**config.mk**
```make
export PLATFORM = sky130hd
export DESIGN_NAME = wkt_top
export DESIGN_NICKNAME = d
export VERILOG_FILES = /design/src/hdl/wkt_pkg.sv /design/src/hdl/wkt_edge.sv /design/src/hdl/wkt_top.sv
export VERILOG_INCLUDE_DIRS = /design/src /design/src/hdl
export SDC_FILE = /design/constraint.sdc
export NUM_CORES = 1
export LEC_CHECK = 0
export BUFFER_PORTS_ARGS = -buffer_cell sky130_fd_sc_hd__buf_2
export CAP_MARGIN = 20
export CORE_MARGIN = 1.5
export CORE_UTILIZATION = 30
export DETAILED_ROUTE_END_ITERATION = 7
export GPL_TIMING_DRIVEN = 1
export PLACE_DENSITY = 0.47
export SLEW_MARGIN = 20
export SYNTH_ARGS = -nofsm -noshare
export SYNTH_HDL_FRONTEND = slang
export SYNTH_SLANG_ARGS = --single-unit
```
**constraint.sdc**
```tcl
create_clock -name CLK_SYS -period 2.45 [get_ports CLK_SYS]
set_clock_uncertainty 0.15 [all_clocks]
set_input_delay 0.49 -clock CLK_SYS [delete_from_list [all_inputs] [get_ports CLK_SYS]]
set_output_delay 0.49 -clock CLK_SYS [all_outputs]
set_load 0.005 [all_outputs]
```
**src/hdl/wkt_defines.svh**
```systemverilog
// Function
// - Radio interrupt rising edge captures timer and sub-tick when the enable bit and radio capture are both set.
// - Compare select 11 interrupts and clears timer, 10 interrupts and wraps, 0x off.
// - Match when timer equals high compare byte above low compare byte.
// - Compare interrupt lasts between half and one full 32 kHz period.
// - Wake request precedes the compare interrupt.
// - Enable bit runs the timer; cleared, timer holds and outputs are low.
// - Compare bytes at 0xb4 and 0xb5, read/write, reset 0xff.
// - Capture timer bytes at 0xb6 and 0xab, read-only, reset 0x00.
// - Fine capture at 0xac holds MCU cycles since last rising tick edge, saturating at 511, LSB dropped.
// - Captured values may be off by up to 250 ns.
// - Writing one to bit 4 triggers a software capture when the enable bit is already set.
`ifndef WKT_DEFINES_SVH
`define WKT_DEFINES_SVH

`define WKT_ADDR_CONFIG 8'hb3
`define WKT_ADDR_CMP_LO 8'hb4
`define WKT_ADDR_CMP_HI 8'hb5
`define WKT_ADDR_CPT_LO 8'hb6
`define WKT_ADDR_CPT_HI 8'hab
`define WKT_ADDR_CPT_SUB 8'hac

`define WKT_BIT_ON 0
`define WKT_BIT_SEL_LO 1
`define WKT_BIT_SEL_HI 2
`define WKT_BIT_RADIO 3
`define WKT_BIT_SOFT 4

`define WKT_RST_CMP 8'hff
`define WKT_RST_CPT 8'h00
`define WKT_RST_CFG 4'h0

`define WKT_SEL_CLEAR 2'h3
`define WKT_SEL_WRAP 2'h2

`define WKT_SUB_W 9
`define WKT_CLK_NS 25
`define WKT_T32K_NS 30520
`define WKT_T32K_CYC (`WKT_T32K_NS / `WKT_CLK_NS)
`define WKT_HALF_CYC (`WKT_T32K_CYC / 2)
`define WKT_TOL_NS 250
`define WKT_TOL_CYC (`WKT_TOL_NS / `WKT_CLK_NS)

`endif

```
**src/hdl/wkt_pkg.sv**
```systemverilog
package wkt_pkg;

    typedef struct packed {
        logic [15:0] timer;
        logic [7:0] cmp_lo;
        logic [7:0] cmp_hi;
        logic [7:0] cpt_lo;
        logic [7:0] cpt_hi;
        logic [7:0] cpt_sub;
        logic on;
        logic [1:0] sel;
        logic radio_en;
        logic [8:0] sub;
        logic irq;
        logic wake;
        logic [7:0] rdata;
    } wkt_state_t;

    typedef struct packed {
        logic [7:0] addr;
        logic [7:0] wdata;
        logic we;
        logic re;
    } wkt_sfr_req_t;

endpackage : wkt_pkg

```
**src/hdl/wkt_edge.sv**
```systemverilog
`timescale 1ns/100ps
module wkt_edge (
    input wire logic clk,
    input wire logic rst_b,
    input wire logic level,
    output logic rise,
    output logic fall
);
    logic prev;

    always_ff @(posedge clk or negedge rst_b) begin
        if (!rst_b) begin
            prev <= 1'b0;
        end else begin
            prev <= level;
        end
    end

    assign rise = level & ~prev;
    assign fall = ~level & prev;
endmodule : wkt_edge

```
**src/hdl/wkt_top.sv**
```systemverilog
`timescale 1ns/100ps
`include "wkt_defines.svh"
module wkt_top
    import wkt_pkg::*;
#(
    parameter logic [15:0] PRE_COMPARE_MARGIN = 16'h0002
) (
    input wire logic CLK_SYS,
    input wire logic RST_B,
    input wire logic CLK32K_IN,
    input wire logic RADIO_IRQ,
    input wire logic [7:0] SFR_ADDR,
    input wire logic [7:0] SFR_WDATA,
    input wire logic SFR_WE,
    input wire logic SFR_RE,
    output logic [7:0] SFR_RDATA,
    output logic WAKE_IRQ,
    output logic WAKE_REQ
);
    wkt_state_t s;
    wkt_state_t next_s;
    wkt_sfr_req_t req;
    logic tick_rise;
    logic tick_fall;
    logic radio_rise;
    logic match;
    logic soft_cap;
    logic do_cap;
    logic [15:0] cmp;

    if (PRE_COMPARE_MARGIN == 16'h0000) begin : g_bad_margin
        $error("PRE_COMPARE_MARGIN must be at least one tick");
    end

    assign req = '{addr: SFR_ADDR, wdata: SFR_WDATA, we: SFR_WE, re: SFR_RE};

    wkt_edge u_tick_edge (
        .clk(CLK_SYS),
        .rst_b(RST_B),
        .level(CLK32K_IN),
        .rise(tick_rise),
        .fall(tick_fall)
    );

    wkt_edge u_radio_edge (
        .clk(CLK_SYS),
        .rst_b(RST_B),
        .level(RADIO_IRQ),
        .rise(radio_rise),
        .fall()
    );

    assign cmp = {s.cmp_hi, s.cmp_lo};
    assign match = (s.timer == cmp);
    assign soft_cap = req.we && (req.addr == `WKT_ADDR_CONFIG) && req.wdata[`WKT_BIT_SOFT];
    assign do_cap = s.on && (soft_cap || (s.radio_en && radio_rise));

    always_comb begin
        next_s = s;
        // Register reads, answered one cycle later
        if (req.re) begin
            unique case (req.addr)
                `WKT_ADDR_CONFIG: next_s.rdata = {4'h0, s.radio_en, s.sel, s.on};
                `WKT_ADDR_CMP_LO: next_s.rdata = s.cmp_lo;
                `WKT_ADDR_CMP_HI: next_s.rdata = s.cmp_hi;
                `WKT_ADDR_CPT_LO: next_s.rdata = s.cpt_lo;
                `WKT_ADDR_CPT_HI: next_s.rdata = s.cpt_hi;
                `WKT_ADDR_CPT_SUB: next_s.rdata = s.cpt_sub;
                default: next_s.rdata = 8'h00;
            endcase
        end
        // Register writes; capture bytes ignore writes
        if (req.we) begin
            unique case (req.addr)
                `WKT_ADDR_CONFIG: begin
                    next_s.on = req.wdata[`WKT_BIT_ON];
                    next_s.sel = req.wdata[`WKT_BIT_SEL_HI:`WKT_BIT_SEL_LO];
                    next_s.radio_en = req.wdata[`WKT_BIT_RADIO];
                end
                `WKT_ADDR_CMP_LO: next_s.cmp_lo = req.wdata;
                `WKT_ADDR_CMP_HI: next_s.cmp_hi = req.wdata;
                default: begin
                end
            endcase
        end
        // Sub-tick counter, saturating
        if (tick_rise) begin
            next_s.sub = '0;
        end else if (!(&s.sub)) begin
            next_s.sub = s.sub + 9'h001;
        end
        // Capture of coarse and fine time
        if (do_cap) begin
            next_s.cpt_lo = s.timer[7:0];
            next_s.cpt_hi = s.timer[15:8];
            next_s.cpt_sub = s.sub[8:1];
        end
        // Early wake request ahead of the match
        if (s.sel[1] && !s.irq && (s.timer == cmp - PRE_COMPARE_MARGIN)) begin
            next_s.wake = 1'b1;
        end
        if (!s.sel[1]) begin
            next_s.wake = 1'b0;
        end
        // Timer and compare interrupt
        if (s.on && tick_rise) begin
            if (s.sel == `WKT_SEL_CLEAR && match) begin
                next_s.timer = 16'h0000;
            end else begin
                next_s.timer = s.timer + 16'h0001;
            end
            if (s.sel[1] && match) begin
                next_s.irq = 1'b1;
                next_s.wake = 1'b0;
            end
        end else if (tick_fall) begin
            next_s.irq = 1'b0;
        end
        if (!s.on) begin
            next_s.irq = 1'b0;
            next_s.wake = 1'b0;
        end
    end

    always_ff @(posedge CLK_SYS or negedge RST_B) begin
        if (!RST_B) begin
            s <= '{timer: 16'h0000, cmp_lo: `WKT_RST_CMP, cmp_hi: `WKT_RST_CMP,
                   cpt_lo: `WKT_RST_CPT, cpt_hi: `WKT_RST_CPT, cpt_sub: `WKT_RST_CPT,
                   on: 1'b0, sel: 2'h0, radio_en: 1'b0, sub: 9'h000,
                   irq: 1'b0, wake: 1'b0, rdata: 8'h00};
        end else begin
            s <= next_s;
        end
    end

    assign SFR_RDATA = s.rdata;
    assign WAKE_IRQ = s.irq;
    assign WAKE_REQ = s.wake;

    // Helper: length of the current interrupt pulse
    logic [11:0] irq_len;

    always_ff @(posedge CLK_SYS or negedge RST_B) begin
        if (!RST_B) begin
            irq_len <= 12'h000;
        end else if (s.irq) begin
            irq_len <= irq_len + 12'h001;
        end else begin
            irq_len <= 12'h000;
        end
    end
endmodule : wkt_top

```
==> metrics.txt, run 1 <==
status complete, no violations; total gr overflow 0; I/O pin cnt 32; Clock Sink Count 81; critical path endpoint category flip-flop; CP max FO 13; Synth cell types 48; CTS tree built; syn_area_per_cell 10.3 um2; worst path required time 2520 ps; Chip Width 123 um; Peak VDD IR 0.363 mV; Final setup viols 0; Post-synth top flop dfrtp_1; vias 3,167; worst-margin pin slew 520 ps; EDFF count, synth 0; final worst path period need 2330 ps; Final GP Congestion 0.797; die height 123 um; max_cap viols 0; average wire per standard cell 17.0 um; drt total wl 10,900 um; Tot GR Track Use 0.155; Skew-Pair Late Insertion Delay 330 ps; Fin. Hold Viols 0; starting density of the core 0.310; Slew Viols, Final 0; Syn. warnings 0; CTS Root Cell clkbuf_16; drc violations 0; placed cell area 0.00476 mm2; vias per cell 4.93; most common cell after layout, fill and taps aside dfrtp_1; number of synthesized register bits 81; largest net degree at the start of global routing 35; top cells by area, synth dfrtp_1, mux2_2, dfstp_2; core area 0.0140 mm2; async set or reset register ratio after synthesis 1.00; Worst slew margin 0.651; full die area 0.0152 mm2; cell type with the highest aggregate area in the netlist dfrtp_1; Final Net Count 484; share of layout cells above drive strength 1 0.287; Cell Pwr Density 633 mW/mm2; CTS Buf Count 9; H-tree levels 3; first-pass GRT wire length 17,500 um; commonest cells after routing, fill and taps aside dfrtp_1, nor2_1, mux2_2, buf_2, nand2_1; Initial DRT Pass Iterations 4; vias in the first global route 3,085; antenna violations before repair 0; Final ANT Viol Nets 0; final instance area 0.00511 mm2; hold crit path type primary input to flip-flop; RSZ-0062 raised after global routing false; worst hold path depth 1; Initial DRC Count 245; Synth Net Count 446; leak pwr 2.33 nW; Core Util, Final 0.365; Clk pin slew, worst setup/hold paths 60 ps; period utilisation layout 0.951; synthesized instance count 420; sequential area share after synthesis 0.472; share of the synthesized area in the top cell type 0.375; cells on worst reg2reg path 7; Fmax achieved 0.429 GHz; row count 43; startpoint types flip-flop; synthesis-to-finish area growth 17.8%; Data arrival, critical path 2400 ps; port buffer count 31; dpl hpwl 8220 um; setup_tns 0 ps; antenna diode count 0; Max Root-Sink Buffers 2; Crit Path Class flip-flop to flip-flop; Post-Syn Area 0.00434 mm2
synth_stat cells (2+ instances only):
master	number
dfrtp_1	65
or4_1	2
xnor2_1	22
nand2b_1	2
a21oi_1	20
ha_1	4
and3_1	4
mux2_2	42
dfstp_2	16
inv_1	9
a22oi_1	5
nor3_1	6
clkbuf_1	13
nor2_1	51
and3b_1	3
buf_4	8
a31oi_1	4
xor2_1	19
buf_2	4
mux2i_1	13
nand2_1	29
nor4_1	5
o22ai_1	5
nor2b_1	11
nand3_1	14
nand4_1	8
o21ai_0	12
nor3b_1	4
sequential cells by signal, summed over array words and instances (netlist names):
register	flops
cmp	16
u_radio_edge.prev	1
s	53
SFR_RDATA	8
WAKE_REQ	1
u_tick_edge.prev	1
WAKE_IRQ	1
worst max-delay path: stages, from the launching register on:
cell     delay [ps]
dfstp_2         590
xor2_1          110
or4_1           590
nor3_4          260
nand3_2         170
nor2_4          160
buf_12          140
nor2_1           50
power breakdown:
group          internal [mW]  switching, mW
combinational          0.158          0.180
clock                  0.879          0.537
sequential              1.41         0.0756
total                   2.44          0.793
through the flow:
stage | std cells | total power, mW | hold WS, ps | worst slack [ps]
floorplan | 420 | 1.70 | 44.4 | 320
global placement | 625 | 1.83 | 339 | 135
detailed placement | 625 | 1.83 | 336 | 103
CTS | 642 | 3.28 | 116 | 82.5
global route | 643 | 3.39 | 120 | 11.3
finish | 643 | 3.24 | 131 | 121
repair_timing:
| action | CTS | global route |
|---|---|---|
| hold buffers | 1 | 0 |
| endpoints found under the setup margin | 0 | 13 |
| hold endpoints to repair | 27 | 0 |
| buffers inserted | 0 | 1 |
| resized for setup | 0 | 1 |
cell families (layout without fill, tap and decap cells):
family / count (synthesis) / count (layout) / synth area share
simple gates: 151 / 151 / 0.180
mux: 55 / 55 / 0.139
fa+ha+maj: 4 / 4 / 0.0115
buf+inv: 36 / 79 / 0.0409
compound gates: 51 / 51 / 0.0683
xor+xnor: 42 / 42 / 0.0882
flops: 81 / 81 / 0.472
final timing paths:
check / start / to / slack, ps
setup / recovery: cmp[11]$_DFFE_PN1P_ / s[76]$_DFFE_PN0P_ / 120
hold / removal: RADIO_IRQ / u_radio_edge.prev$_DFF_PN0_ / 130
setup reg to reg: cmp[11]$_DFFE_PN1P_ / s[76]$_DFFE_PN0P_ / 120
hold reg to reg: s[41]$_DFFE_PN0P_ / s[41]$_DFFE_PN0P_ / 360
max in group asynchronous: RST_B / cmp[10]$_DFFE_PN1P_ / 990
min in group asynchronous: RST_B / s[66]$_DFFE_PN0P_ / 510
per-layer routing:
layer / track usage / part of all wire / vias up
met3: 0.0258 / 0.037 / 7
met5: 0 / 0 / -
met1: 0.226 / 0.51 / 1561
li1: - / - / 1534
met2: 0.235 / 0.45 / 65
met4: 0.0481 / 0.012 / 0
layout make-up:
cell class / count / area [um2]
fillers: 1389 / 8880
multi-input cells: 303 / 2120
flip-flops and latches: 81 / 2050
repair buffers: 54 / 370
clock buffers: 12 / 268
well taps: 180 / 225
clock inverters: 4 / 47.5
inverters: 9 / 33.8
Power figures use the tool's default switching activity.
==> run 2: changes to the inputs <==
- MAX_ROUTING_LAYER: default -> met4
==> run 2 against run 1 <==
Against the previous run:
- setup slack improved by 10 ps
- critical endpoint is now s[75]$_DFFE_PN0P_
- count of clock-buffer cells in the layout unchanged
- highest routed layer unchanged
- clock power about the same
- fmax increased by 0.43%
==> metrics.txt, run 2 (synthesis results as in run 1) <==
worst hold path depth 1 (unchanged); Final GP Congestion 0.808 (+1.4%); Internal 2.44 mW (about the same); Core Util, Final 0.365 (unchanged); Final ANT Viol Nets 0 (unchanged); Largest Register s; most common cell after layout, fill and taps aside dfrtp_1; full die area 0.0152 mm2 (unchanged); Chip Width 123 um (unchanged); dpl hpwl 8220 um (unchanged); vias in the first global route 3,079 (-0.19%); CP max FO 13 (unchanged); worst-margin pin slew 484 ps (-35.9 ps); largest net degree at the start of global routing 35 (unchanged); Peak VDD IR 0.366 mV (+0.75%); net switching power 0.790 mW (-0.34%); final worst path period need 2320 ps (-9.98 ps); Critical R2R Capture s[75]$_DFFE_PN0P_; row count 43 (unchanged); RSZ-0062 raised after global routing false; die height 123 um (unchanged); hold path startpoint RADIO_IRQ; Fin. Hold Viols 0 (unchanged); Final Net Count 484 (unchanged); antenna diode count 0 (unchanged); Data arrival, critical path 2390 ps (about the same); starting density of the core 0.310 (unchanged); clock network power share 0.438 (about the same); antenna violations before repair 0 (unchanged); leak pwr 2.33 nW (unchanged); average wire per standard cell 16.9 um (-0.16%); Skew-Pair Late Insertion Delay 330 ps (about the same); drt total wl 10,900 um (-0.16%); Cell Pwr Density 632 mW/mm2 (about the same); Sw Share 0.244 (-0.000625); sequential power share 0.458 (about the same); startpoint types flip-flop; FF-to-FF Start cmp[11]$_DFFE_PN1P_; period utilisation layout 0.947 (-0.00407); worst reg-to-reg setup slack 130 ps (about the same); I/O pin cnt 32 (unchanged); Clock Sink Count 81 (unchanged); Worst slew margin 0.675 (+0.0241); Tot GR Track Use 0.159 (+0.00432); hold endpoint u_radio_edge.prev$_DFF_PN0_; status complete, no violations; core area 0.0140 mm2 (unchanged); critical path endpoint category flip-flop; commonest cells after routing, fill and taps aside dfrtp_1, nor2_1, mux2_2, buf_2, nand2_1; Max Root-Sink Buffers 2 (unchanged); drc violations 0 (unchanged); Pwr Total 3.23 mW (about the same); CTS Buf Count 9 (unchanged); worst path required time 2520 ps (about the same); Fmax achieved 0.431 GHz (+0.43%); Comb power frac 0.105 (about the same); total gr overflow 0 (unchanged); max_cap viols 0 (unchanged); max reg flops 53 (unchanged); H-tree levels 3 (unchanged); port buffer count 31 (unchanged); Slew Viols, Final 0 (unchanged); hold crit path type primary input to flip-flop; setup_tns 0 ps (unchanged); synthesis-to-finish area growth 17.8% (unchanged); cells on worst reg2reg path 7 (unchanged); Initial DRT Pass Iterations 4 (unchanged); Crit Path Class flip-flop to flip-flop; CTS tree built; Final setup viols 0 (unchanged); Initial DRC Count 197 (-20%); vias per cell 4.94 (+0.22%); vias 3,174 (+0.22%); Clk pin slew, worst setup/hold paths 60 ps (about the same); first-pass GRT wire length 17,500 um (about the same); share of layout cells above drive strength 1 0.287 (unchanged); CTS Root Cell clkbuf_16
## run 2: cell counts in the layout (fill, tap and decap cells not counted)
No cell type changed its count.
## run 2: worst max-delay path, cell delays in order (launching register included)
cell and delay, ps:
dfstp_2 590, xor2_1 110, or4_1 590, nor3_4 260, nand3_2 160, nor2_4 160
buf_12 140, nor2_1 50
## run 2: worst max-delay path by stage
stage,start,endpoint,cells after the start
global placement,cmp[11]$_DFFE_PN1P_,s[66]$_DFFE_PN0P_,6
CTS,cmp[11]$_DFFE_PN1P_,s[75]$_DFFE_PN0P_,6
floorplan,cmp[11]$_DFFE_PN1P_,s[68]$_DFFE_PN0P_,7
global route,cmp[1]$_DFFE_PN1P_,WAKE_REQ$_DFF_PN0_,8
detailed placement,cmp[11]$_DFFE_PN1P_,s[75]$_DFFE_PN0P_,6
finish,cmp[11]$_DFFE_PN1P_,s[75]$_DFFE_PN0P_,7
## run 2: layout make-up
| type | count | area [um2] |
|---|---|---|
| fillers | 1389 | 8880 |
| multi-input cells | 303 | 2120 |
| flip-flops and latches | 81 | 2050 |
| repair buffers | 54 | 370 |
| clock buffers | 12 | 268 |
| well taps | 180 | 225 |
| clock inverters | 4 | 47.5 |
| inverters | 9 | 33.8 |
## run 2: stage by stage
stage	cell area [um2]	cells	setup slack (ps)	hold WS (ps)
3_3_place_gp	4760	625	135	339
6_report	5110	643	131	129
5_1_grt	5110	643	11.3	120
4_1_cts	5090	642	82.5	116
3_5_place_dp	4760	625	103	336
2_1_floorplan	4340	420	320	44.4
## run 2: timing repair
item                                    in CTS  in global routing
hold buffers                                 1                  0
setup buffers                                0                  1
endpoints found under the hold margin       27                  0
endpoints found under the setup margin       0                 13
resized for setup                            0                  1
## run 2: power by group through the flow
stage          sequential (mW)  clock, mW  combinational [mW]
6_report                  1.48       1.41               0.338
5_1_grt                   1.49       1.52               0.387
2_1_floorplan             1.48          0               0.221
3_5_place_dp              1.50          0               0.331
4_1_cts                   1.48       1.46               0.334
3_3_place_gp              1.50          0               0.331
## run 2: routing by layer
| metal | routed length [um] | track usage |
|---|---|---|
| met1 | 5380 | 0.224 |
| met2 | 4900 | 0.236 |
| met3 | 484 | 0.0258 |
| met4 | 137 | 0.0481 |
| met5 | 0 | - |
